$ cat src/rtl/lit_file_ops_pkg.sv
// Shared constants and the operation type for the literal/file execute block.
// Assumes a 14-bit program word, 8-bit data path and 7-bit direct file address.
package lit_file_ops_pkg;

  // Data path shapes
  localparam int WORD_W = 14;
  localparam int DATA_W = 8;
  localparam int ADDR_W = 7;

  // Field positions inside the program word
  localparam int OPC_MSB  = 13;
  localparam int OPC6_LSB = 8;
  localparam int OPC4_LSB = 10;
  localparam int LIT_MSB  = 7;
  localparam int LIT_LSB  = 0;
  localparam int DEST_BIT = 7;
  localparam int ADDR_MSB = 6;
  localparam int ADDR_LSB = 0;

  // Opcode patterns (upper six bits, or upper four for the load)
  localparam logic [5:0] PAT_OR_LIT    = 6'h38;
  localparam logic [5:0] PAT_OR_FILE   = 6'h04;
  localparam logic [5:0] PAT_COPY_FILE = 6'h08;
  localparam logic [3:0] PAT_LOAD_LIT  = 4'hc;

  // Target choice bit values
  localparam logic DEST_ACC  = 1'b0;
  localparam logic DEST_FILE = 1'b1;

  // Reset values
  localparam logic [7:0] ACC_RST  = 8'h00;
  localparam logic       ZERO_RST = 1'b0;

  // Decoded operation
  typedef enum logic [2:0] {
    OP_NONE              = 3'h0,
    OP_OR_LITERAL_INTO   = 3'h1,
    OP_OR_ACC_WITH_FILE  = 3'h3,
    OP_COPY_FILE_VALUE   = 3'h2,
    OP_LOAD_LITERAL_ACC  = 3'h6
  } op_e;

endpackage : lit_file_ops_pkg

$ cat src/rtl/lit_file_exec.sv
// Execute stage for or-literal, or-with-file, copy-file and load-literal.
// Assumes a register file on mclk with a combinational read port addressed
// by file_raddr and a write port taken on the edge where file_we is high.
// Other instructions are decoded elsewhere; words not recognised pass as
// no-ops here.
`timescale 1ns/1ps

module lit_file_exec (
  // Clock and reset
  input  wire logic                                mclk,
  input  wire logic                                sys_rst,
  // Instruction stream, one word per cycle at most
  input  wire logic                                instr_valid,
  input  wire logic [lit_file_ops_pkg::WORD_W-1:0] instr_word,
  // Register file read port
  output logic      [lit_file_ops_pkg::ADDR_W-1:0] file_raddr,
  input  wire logic [lit_file_ops_pkg::DATA_W-1:0] file_rdata,
  // Register file write port
  output logic                                     file_we,
  output logic      [lit_file_ops_pkg::ADDR_W-1:0] file_waddr,
  output logic      [lit_file_ops_pkg::DATA_W-1:0] file_wdata,
  // Architectural state
  output logic      [lit_file_ops_pkg::DATA_W-1:0] acc,
  output logic                                     zero_flag,
  // Completion pulse for a handled operation
  output logic                                     exec_done
);

  localparam int DW = lit_file_ops_pkg::DATA_W;
  localparam int AW = lit_file_ops_pkg::ADDR_W;

  ////////////////////////////////////////////////////////////////////////////
  // Timing of one operation
  // Edge T: word taken into the fetch fields when instr_valid is high
  // Cycle after T: fetch fields address the file, operand read and combined
  // Edge T+1: accumulator, zero flag, write port and done pulse updated
  // Edge T+2: register file takes the write, strobe and done pulse drop
  // A new word may arrive on every edge; nothing stalls or flushes
  // A read of the address written by the previous op is forwarded
  // Words outside the four patterns leave the accumulator and zero flag as they were

  // Limits a user must know
  // Bank switching and indirect addressing live outside this block
  // The read data must settle within the cycle its address is shown
  // The register file must write on the edge where file_we is high
  // Flags other than zero are neither read nor written here

  ////////////////////////////////////////////////////////////////////////////
  // State of the block
  typedef struct packed {
    logic                  s1_valid;  // Fetched word held
    lit_file_ops_pkg::op_e s1_op;     // Its decoded operation
    logic                  s1_dest;   // Its target choice bit
    logic [AW-1:0]         s1_addr;   // Its file address
    logic [DW-1:0]         s1_lit;    // Its literal byte
    logic [DW-1:0]         acc;       // Accumulator
    logic                  zero;      // Zero flag
    logic                  we;        // Pending file write
    logic [AW-1:0]         waddr;     // Pending write address
    logic [DW-1:0]         wdata;     // Pending write data
    logic                  done;      // Operation finished
  } state_s;

  state_s st_r;   // Registered state
  state_s st_nxt; // Next state

  // Decoder results for the incoming word
  lit_file_ops_pkg::op_e dec_op;    // Operation
  logic                  dec_dest;  // Target choice
  logic [AW-1:0]         dec_addr;  // File address
  logic [DW-1:0]         dec_lit;   // Literal

  // Execute-stage working values
  logic [DW-1:0]         file_val;  // File operand after forwarding
  logic [DW-1:0]         result;    // Operation result
  logic                  fwd_hit;   // Pending write hits the read

  ////////////////////////////////////////////////////////////////////////////
  // Helpers

  // True when a byte is all zeros
  function automatic logic is_zero(input logic [DW-1:0] v);
    is_zero = (v == '0);
  endfunction : is_zero

  // Route a result to accumulator or file per the target bit
  function automatic logic to_file(input logic d);
    to_file = (d == lit_file_ops_pkg::DEST_FILE);
  endfunction : to_file

  ////////////////////////////////////////////////////////////////////////////
  // Opcode decoder
  // Splits the incoming word so the fetch fields hold ready operands
  lit_file_decode u_decode (
    .word (instr_word),
    .op   (dec_op),
    .dest (dec_dest),
    .addr (dec_addr),
    .lit  (dec_lit)
  );

  ////////////////////////////////////////////////////////////////////////////
  // Next-state logic
  always_comb begin
    // Hold everything unless an operation below changes it
    st_nxt   = st_r;
    result   = st_r.acc;
    // Hazard: the previous write lands only at the end of this cycle,
    // so a read of the same address must take the pending value.
    fwd_hit  = st_r.we && (st_r.waddr == st_r.s1_addr);
    file_val = fwd_hit ? st_r.wdata : file_rdata;

    st_nxt.s1_valid = instr_valid;
    // Operation cleared when no word is offered
    st_nxt.s1_op    = instr_valid ? dec_op : lit_file_ops_pkg::OP_NONE;
    st_nxt.s1_dest  = dec_dest;
    st_nxt.s1_addr  = dec_addr;
    st_nxt.s1_lit   = dec_lit;

    // Write port and completion default to idle
    st_nxt.we    = 1'b0;
    // Address always tracks the executing word
    st_nxt.waddr = st_r.s1_addr;
    st_nxt.wdata = st_r.wdata;
    st_nxt.done  = 1'b0;

    // Execute the word latched at the previous edge
    if (st_r.s1_valid) begin
      case (st_r.s1_op)
        lit_file_ops_pkg::OP_OR_LITERAL_INTO: begin
          result = st_r.acc | st_r.s1_lit;
          st_nxt.acc  = result;
          st_nxt.zero = is_zero(result);
          st_nxt.done = 1'b1;
        end
        lit_file_ops_pkg::OP_OR_ACC_WITH_FILE: begin
          result = st_r.acc | file_val;
          if (to_file(st_r.s1_dest)) begin
            // Target bit set: back to the register
            st_nxt.we    = 1'b1;
            st_nxt.wdata = result;
          end else begin
            // Target bit clear: accumulator takes it
            st_nxt.acc = result;
          end
          st_nxt.zero = is_zero(result);
          st_nxt.done = 1'b1;
        end
        lit_file_ops_pkg::OP_COPY_FILE_VALUE: begin
          result = file_val;
          if (to_file(st_r.s1_dest)) begin
            // Same value written back, a zero test
            st_nxt.we    = 1'b1;
            st_nxt.wdata = result;
          end else begin
            // Value lands in the accumulator
            st_nxt.acc = result;
          end
          st_nxt.zero = is_zero(result);
          st_nxt.done = 1'b1;
        end
        lit_file_ops_pkg::OP_LOAD_LITERAL_ACC: begin
          result      = st_r.s1_lit;
          st_nxt.acc  = result;
          st_nxt.done = 1'b1;
        end
        default: begin
          // Not ours: no change
          result = st_r.acc;
        end
      endcase
    end
  end

  ////////////////////////////////////////////////////////////////////////////
  // State register
  always_ff @(posedge mclk) begin
    // Synchronous reset, active high
    if (sys_rst) begin
      // Whole state cleared, then named reset values
      st_r          <= '0;
      st_r.s1_op    <= lit_file_ops_pkg::OP_NONE;
      st_r.acc      <= lit_file_ops_pkg::ACC_RST;
      st_r.zero     <= lit_file_ops_pkg::ZERO_RST;
    end else begin
      // Every field advances on every edge
      st_r <= st_nxt;
    end
  end

  ////////////////////////////////////////////////////////////////////////////
  // Outputs, all straight from the state register
  // Read address follows the fetched word
  assign file_raddr = st_r.s1_addr;
  // Write port, one-cycle strobe
  assign file_we    = st_r.we;
  assign file_waddr = st_r.waddr;
  assign file_wdata = st_r.wdata;
  // Architectural state
  assign acc        = st_r.acc;
  assign zero_flag  = st_r.zero;
  // Completion pulse
  assign exec_done  = st_r.done;

endmodule : lit_file_exec

$ cat src/rtl/lit_file_decode.sv
// Opcode recognition and operand field split for the four handled operations.
// Purely combinational; fed straight from instr_word, ahead of the execute block's fetch register.
`timescale 1ns/1ps

module lit_file_decode (
  // Program word
  input  wire logic [lit_file_ops_pkg::WORD_W-1:0] word,
  // Decoded fields
  output lit_file_ops_pkg::op_e                    op,
  output logic                                     dest,
  output logic [lit_file_ops_pkg::ADDR_W-1:0]      addr,
  output logic [lit_file_ops_pkg::DATA_W-1:0]      lit
);

  logic [5:0] opc6;  // Upper six opcode bits
  logic [3:0] opc4;  // Upper four opcode bits

  ////////////////////////////////////////////////////////////////////////////
  // Field extraction and pattern match
  always_comb begin
    opc6 = word[lit_file_ops_pkg::OPC_MSB:lit_file_ops_pkg::OPC6_LSB];
    opc4 = word[lit_file_ops_pkg::OPC_MSB:lit_file_ops_pkg::OPC4_LSB];
    dest = word[lit_file_ops_pkg::DEST_BIT];
    addr = word[lit_file_ops_pkg::ADDR_MSB:lit_file_ops_pkg::ADDR_LSB];
    lit  = word[lit_file_ops_pkg::LIT_MSB:lit_file_ops_pkg::LIT_LSB];
    if (opc6 == lit_file_ops_pkg::PAT_OR_LIT) begin
      op = lit_file_ops_pkg::OP_OR_LITERAL_INTO;
    end else if (opc6 == lit_file_ops_pkg::PAT_OR_FILE) begin
      op = lit_file_ops_pkg::OP_OR_ACC_WITH_FILE;
    end else if (opc6 == lit_file_ops_pkg::PAT_COPY_FILE) begin
      op = lit_file_ops_pkg::OP_COPY_FILE_VALUE;
    end else if (opc4 == lit_file_ops_pkg::PAT_LOAD_LIT) begin
      op = lit_file_ops_pkg::OP_LOAD_LITERAL_ACC;
    end else begin
      op = lit_file_ops_pkg::OP_NONE;
    end
  end

endmodule : lit_file_decode

$ cat config.mk
export PLATFORM = sky130hd
export DESIGN_NAME = lit_file_exec
export DESIGN_NICKNAME = d
export VERILOG_FILES = /design/src/rtl/lit_file_ops_pkg.sv /design/src/rtl/lit_file_exec.sv /design/src/rtl/lit_file_decode.sv
export SDC_FILE = /design/constraint.sdc
export NUM_CORES = 1
export LEC_CHECK = 0
export BUFFER_PORTS_ARGS = -buffer_cell sky130_fd_sc_hd__buf_2
export CORE_UTILIZATION = 47
export CTS_BUF_LIST = sky130_fd_sc_hd__clkbuf_8 sky130_fd_sc_hd__clkbuf_16
export DETAILED_ROUTE_END_ITERATION = 8
export PLACE_DENSITY_LB_ADDON = 0.15
export SETUP_SLACK_MARGIN = 0.1
export SYNTH_ARGS = -nofsm -noshare
export SYNTH_HDL_FRONTEND = slang
export SYNTH_SLANG_ARGS = --single-unit
export TNS_END_PERCENT = 20
$ cat constraint.sdc
create_clock -name mclk -period 1.7 [get_ports mclk]
set_input_delay 0.34 -clock mclk [delete_from_list [all_inputs] [get_ports mclk]]
set_output_delay 0.34 -clock mclk [all_outputs]
set_load 0.02 [all_outputs]
== Word level (Yosys, flattened, before mapping) ==
Cells that the tools add are included.
Widths: inputs -> output; s select.

* Register bits after elaboration: 46
* Output and inout port bits: 33
* Input bits: 25
* Logic and storage cells: 62

* Equal/unequal tests: 13
* Bitwise gates (word level): 5
* Mux-type cells: 14
* Reduce and logical (&&, ||, !) cells: 17

{| class="wikitable"
|+ Operators by type and width
! operator !! number
|-
| $mux 8 || 5
|-
| $pmux 8 s4 || 1
|-
| $logic_not 8->1 || 3
|-
| $or 8x8->8 || 2
|-
| $pmux 8 s2 || 1
|-
| $ne 2x2->1 const B || 4
|-
| $reduce_and 4->1 || 2
|-
| $eq 7x7->1 || 1
|-
| $eq 3x2->1 const B || 2
|-
| $eq 6x3->1 const B || 1
|-
| $eq 6x4->1 const B || 1
|-
| $eq 6x6->1 const B || 1
|-
| $reduce_or 2->1 || 3
|-
| $reduce_or 3->1 || 2
|-
| $reduce_or 5->1 || 1
|-
| $eq 4x4->1 const B || 1
|-
| $mux 2 || 2
|-
| $reduce_bool 4->1 || 1
|-
| $reduce_or 4->1 || 1
|-
| $eq 3x1->1 const B || 1
|-
| $eq 3x3->1 const B || 1
|-
| $mux 1 || 3
|-
| $mux 3 || 1
|-
| $not 1->1 || 3
|-
| other kinds (5) || 5
|}

== Logic depth before layout (Yosys ltp) ==
* Depth in word-level cells: 6
* Depth in mapped cells: 6
* Mapped depth without buffers: 5

== Hierarchy ==
From an unflattened synthesis, not the netlist that was laid out.

* Cells, all modules: 274
* Area, all modules: 2429.8 um^2

{| class="wikitable"
|+ Modules (own cells, without submodules)
! module !! times used !! area each (um^2) !! sequential area each (um^2) !! cells an instance
|-
| lit_file_exec || 1 || 2242.2 || 920.9 || 250
|-
| lit_file_decode || 1 || 187.7 || 0.0 || 24
|}

== Worst setup path after synthesis ==
No wires, ideal clock.

* Path type: reg2reg
* From: register st_r[32] (netlist name)
* To: register st_r (netlist bit zero_flag)
* Path slack: -0.053 ns
* Library setup time: 0.080 ns
* Clock period less this slack: 1.753 ns
* Arrival time: 1.674 ns
* Buffers on the path: 1
* Required time: 1.620 ns
* Cell stages (with the launch flop): 7
* Cell sequence: dfxtp_1 > xor2_1 > or4b_1 > buf_2 > nor4_2 > nor2_1 > a211oi_2

* Cells in the longest elaborated chain, start to end: 3

{| class="wikitable"
|+ Ends and longest elaborated chain
! item !! line !! RTL
|-
| start, declared || lit_file_exec.sv:64 || <nowiki>state_s st_r;</nowiki>
|-
| start signal, assigned || lit_file_exec.sv:187 || <nowiki>st_r <= st_nxt;</nowiki>
|-
| $or 8x8->8 || lit_file_exec.sv:131 || <nowiki>result = st_r.acc | st_r.s1_lit;</nowiki>
|-
| $logic_not 8->1 || lit_file_exec.sv:83 || <nowiki>is_zero = (v == '0);</nowiki>
|-
| $pmux 1 s3 || lit_file_exec.sv:129 || <nowiki>case (st_r.s1_op)</nowiki>
|}

Every way passes these cells.
A chain may end at the register's enable or synchronous reset.

== Worst setup path after layout ==
* From: register st_r (netlist bit file_waddr[2])
* To: register st_r (netlist bit zero_flag)

* Cells in the longest elaborated chain, start to end: 6
* Elaborated cells between the ends (all ways): 7
* Classes of those cells: eq/ne: 1; mux: 2; bitwise: 1; reduce/logical: 3

{| class="wikitable"
|+ Ends and longest elaborated chain
! item !! line !! RTL
|-
| $eq 7x7->1 * || lit_file_exec.sv:110 || <nowiki>fwd_hit = st_r.we && (st_r.waddr == st_r.s1_addr);</nowiki>
|-
| $logic_and 1x1->1 * || lit_file_exec.sv:110 ||
|-
| $mux 8 * || lit_file_exec.sv:111 || <nowiki>file_val = fwd_hit ? st_r.wdata : file_rdata;</nowiki>
|-
| $or 8x8->8 || lit_file_exec.sv:137 || <nowiki>result = st_r.acc | file_val;</nowiki>
|-
| $logic_not 8->1 || lit_file_exec.sv:83 ||
|-
| $pmux 1 s3 * || lit_file_exec.sv:129 ||
|}

Every way passes the cells marked *; elsewhere a longest branch is shown, timed or not.

==> results.toml <==
[die]
die_height_um = 70.10
rows = 24
dieArea_um2 = 4914
core_area_um2 = 4414
io_pins = 58
die_w_um = 70.10
initial_core_util_pct = 49.38

[timing]
relSlewSlack_pct = 67.38
tightest_slew_ns = 0.4849
slew_violations = 0
worst_slack_ns = -0.04647
rsz0062_at_grt = "true"
setup_viol_count_final = 4
fmax_mhz = 572.6
setup_tns_ns = -0.1349
period_share_pct = 102.7
fin_worst_skew_ns = 0.005974
finalHoldViolCount = 0
period_needed_ns = 1.746

[global_routing]
antenna_found_initial = 0
track_usage_pct = 23.78
grt_max_degree = 25
overflow = 0
grt_pass1_vias = 2015
grt_pass1_wl_um = 9356

[worst_setup_path]
slowest_stage = "or4b_4"
path_cells = "xor2_1 -> or4b_4 -> buf_6 -> nor4_4 -> nor2_1 -> a211oi_2"
worst_ep_required_time_ns = 1.92
cp-start-kind = "flop"
arrival_ns = 1.97
path_max_fanout = 5
endpoint_kind = "flop"
worstSetupPathType = "flop to flop"
slowest_delay_ns = 0.57

[logic_synthesis]
synth-seq-cells = 38
synth_area_um2 = 2180
yosysWarnings = 0
syn_avg_cell_area_um2 = 7.984
synth_fp_nets = 298
yosysSeqAreaShare_pct = 34.90
syn_inst = 273
synth_cell_type_count = 41

[clock_network]
cts_max_level = 2
numCtsBuffers = 5
cts_tree = "done"
cts-root-buf = "clkbuf_8"
clockBufferDepth = 2
postCtsSetupRepairBufs = 0
cts.clk_slew.worst_paths_ns = 0.08
cts.sink_count = 38
clock_latency_ns = 0.29

[routing]
routed_wl_um = 5629
ant_nets = 0
drc = 0
avgRoutedWirePerCell_um = 14.62
dr.pass1.iters = 5
first_iter_violations = 161
vias_per_cell = 5.644
vias = 2173

[finish]
diodes = 0
drive_above_1_share_pct = 37.54
layout_common_cells = "buf_2, buf_4, dfxtp_1"
fillers = 398
nets = 357
mostFrequentLayoutCell = "buf_2"
register_area_um2 = 769.5
fin_cells = 385
syn2layout_area_growth_pct = 25.26
multi_input_area_um2 = 1165

[power]
switching_power_uw = 493.5
p_int_mw = 1.470
swShare_pct = 25.13
p_leak_nw = 1.186
ir_drop_uv = 436.8
pwr-share-clk_pct = 38.8
p_comb_share_pct = 14.0
p_per_area_nw_per_um2 = 719.1
power_frac_seq_pct = 47.2

[run_status]
violations = "negative setup slack"
status = "complete, but fails checks"

[place]
pre_cts_slack_ns = -0.09297
post-dp-hpwl_um = 4257
gp_congestion = 0.8934
placedCellCount = 375
io_buffers = 57

[flow_run]
drv_cap = 0

[min_path]
hold_class = "input pin to flop"
==> state kept, by name (all words and copies together) (netlist names) <==
signal and cells:
st_r 6, zero_flag 1, file_we 1, exec_done 1, file_raddr 6, acc 8, file_waddr 7, file_wdata 8
==> cell type report <==
| cell class | count | share of cell area (%) |
|---|---|---|
| multi-input combinational | 181 | 42.67 |
| sequential | 38 | 28.19 |
| timing repair buffer | 96 | 21.40 |
| clock buffer | 5 | 2.521 |
| tap | 52 | 2.383 |
| clock inverter | 3 | 1.467 |
| inverter | 10 | 1.375 |
==> power groups by stage <==
stage | clock [mW] | combinational (mW) | sequential [mW]
after floorplan | 0 | 0.147 | 0.950
after global placement | 0 | 0.252 | 0.947
after detailed placement | 0 | 0.254 | 0.948
after CTS | 0.771 | 0.269 | 0.927
after global routing | 0.800 | 0.298 | 0.930
final | 0.761 | 0.275 | 0.927
==> routing by layer <==
| layer | vias up | global-route usage, % | part of all wire, % |
|---|---|---|---|
| li1 | 1067 | - | - |
| met5 | - | 0 | 0 |
| met4 | 0 | 10.67 | 2.7 |
| met2 | 111 | 36.54 | 46 |
| met3 | 20 | 6.782 | 7.8 |
| met1 | 975 | 30.87 | 43 |
==> through the flow <==
stage               util, %  hold slack (ns)  area (um2)  power [mW]
global placement      57.57           0.5081        2541       1.200
floorplan                 -           0.4042        2206       1.097
finish                61.85           0.2497        2730       1.963
CTS                   61.42           0.2520        2711       1.967
global route          61.85           0.2547        2730       2.028
detailed placement    57.57           0.5092        2541       1.202
==> synthesized netlist by cell type (all sizes together) <==
library cell,instances,area share (%)
nand2b,3,0.86
xor2,7,2.8
and3b,1,0.40
or3,1,0.29
o31ai,1,0.34
dfxtp,38,35
nor3b,5,1.7
nand3b,1,0.34
a221oi,9,3.6
a31oi,4,1.1
nand4b,1,0.40
or4b,1,0.46
o32a,1,0.46
a211oi,7,2.6
o211ai,1,0.34
nand3,6,1.4
nor2b,18,5.2
and4,2,0.80
buf,32,11
nand2,18,3.1
o21ai,12,2.8
or2,1,0.29
and2,10,2.9
inv,10,1.7
o221ai,3,1.2
or4,1,0.34
and3,1,0.29
nor3,8,1.8
nor2,17,2.9
a21oi,17,3.9
a22oi,4,1.4
o22ai,3,0.86
nand4,1,0.29
nor4,12,3.7
a21boi,1,0.34
nor4b,2,0.80
clkbuf,12,2.1
a2111oi,1,0.40
==> timing repair <==
item | in CTS | in global routing
gates cloned | 2 | 0
pin swaps | 7 | 1
setup endpoints to repair | 17 | 17
hold buffers | 0 | 0
gates resized for setup | 12 | 7
==> critical path, delay by kind of cell, from the launching register on <==
kind	cells	cell delay, ns
AOI/OAI and AO/OA	1	0.16
DFF	1	0.32
and+or+nand+nor	3	0.89
xor gates and xnor gates	1	0.16
buffers and inverters	1	0.15
==> worst paths after layout <==
path,startpoint,to,slack [ns],depth (start not counted)
worst max-delay path,file_waddr[2],zero_flag,-0.05,6
worst min-delay path,instr_word[10],st_r[44],0.25,2
worst max register to register,file_waddr[2],zero_flag,-0.05,6
worst min register to register,file_wdata[6],file_wdata[6],0.52,2
==> logic make-up after synthesis <==
logic type / synth area share [%]
AO/OA/AOI/OAI: 19.40
XOR/XNOR: 2.813
buffers and inverters: 14.58
flip-flops: 34.90
AND/OR/NAND/NOR: 28.30
No activity file was read; power rests on OpenSTA's default activity.
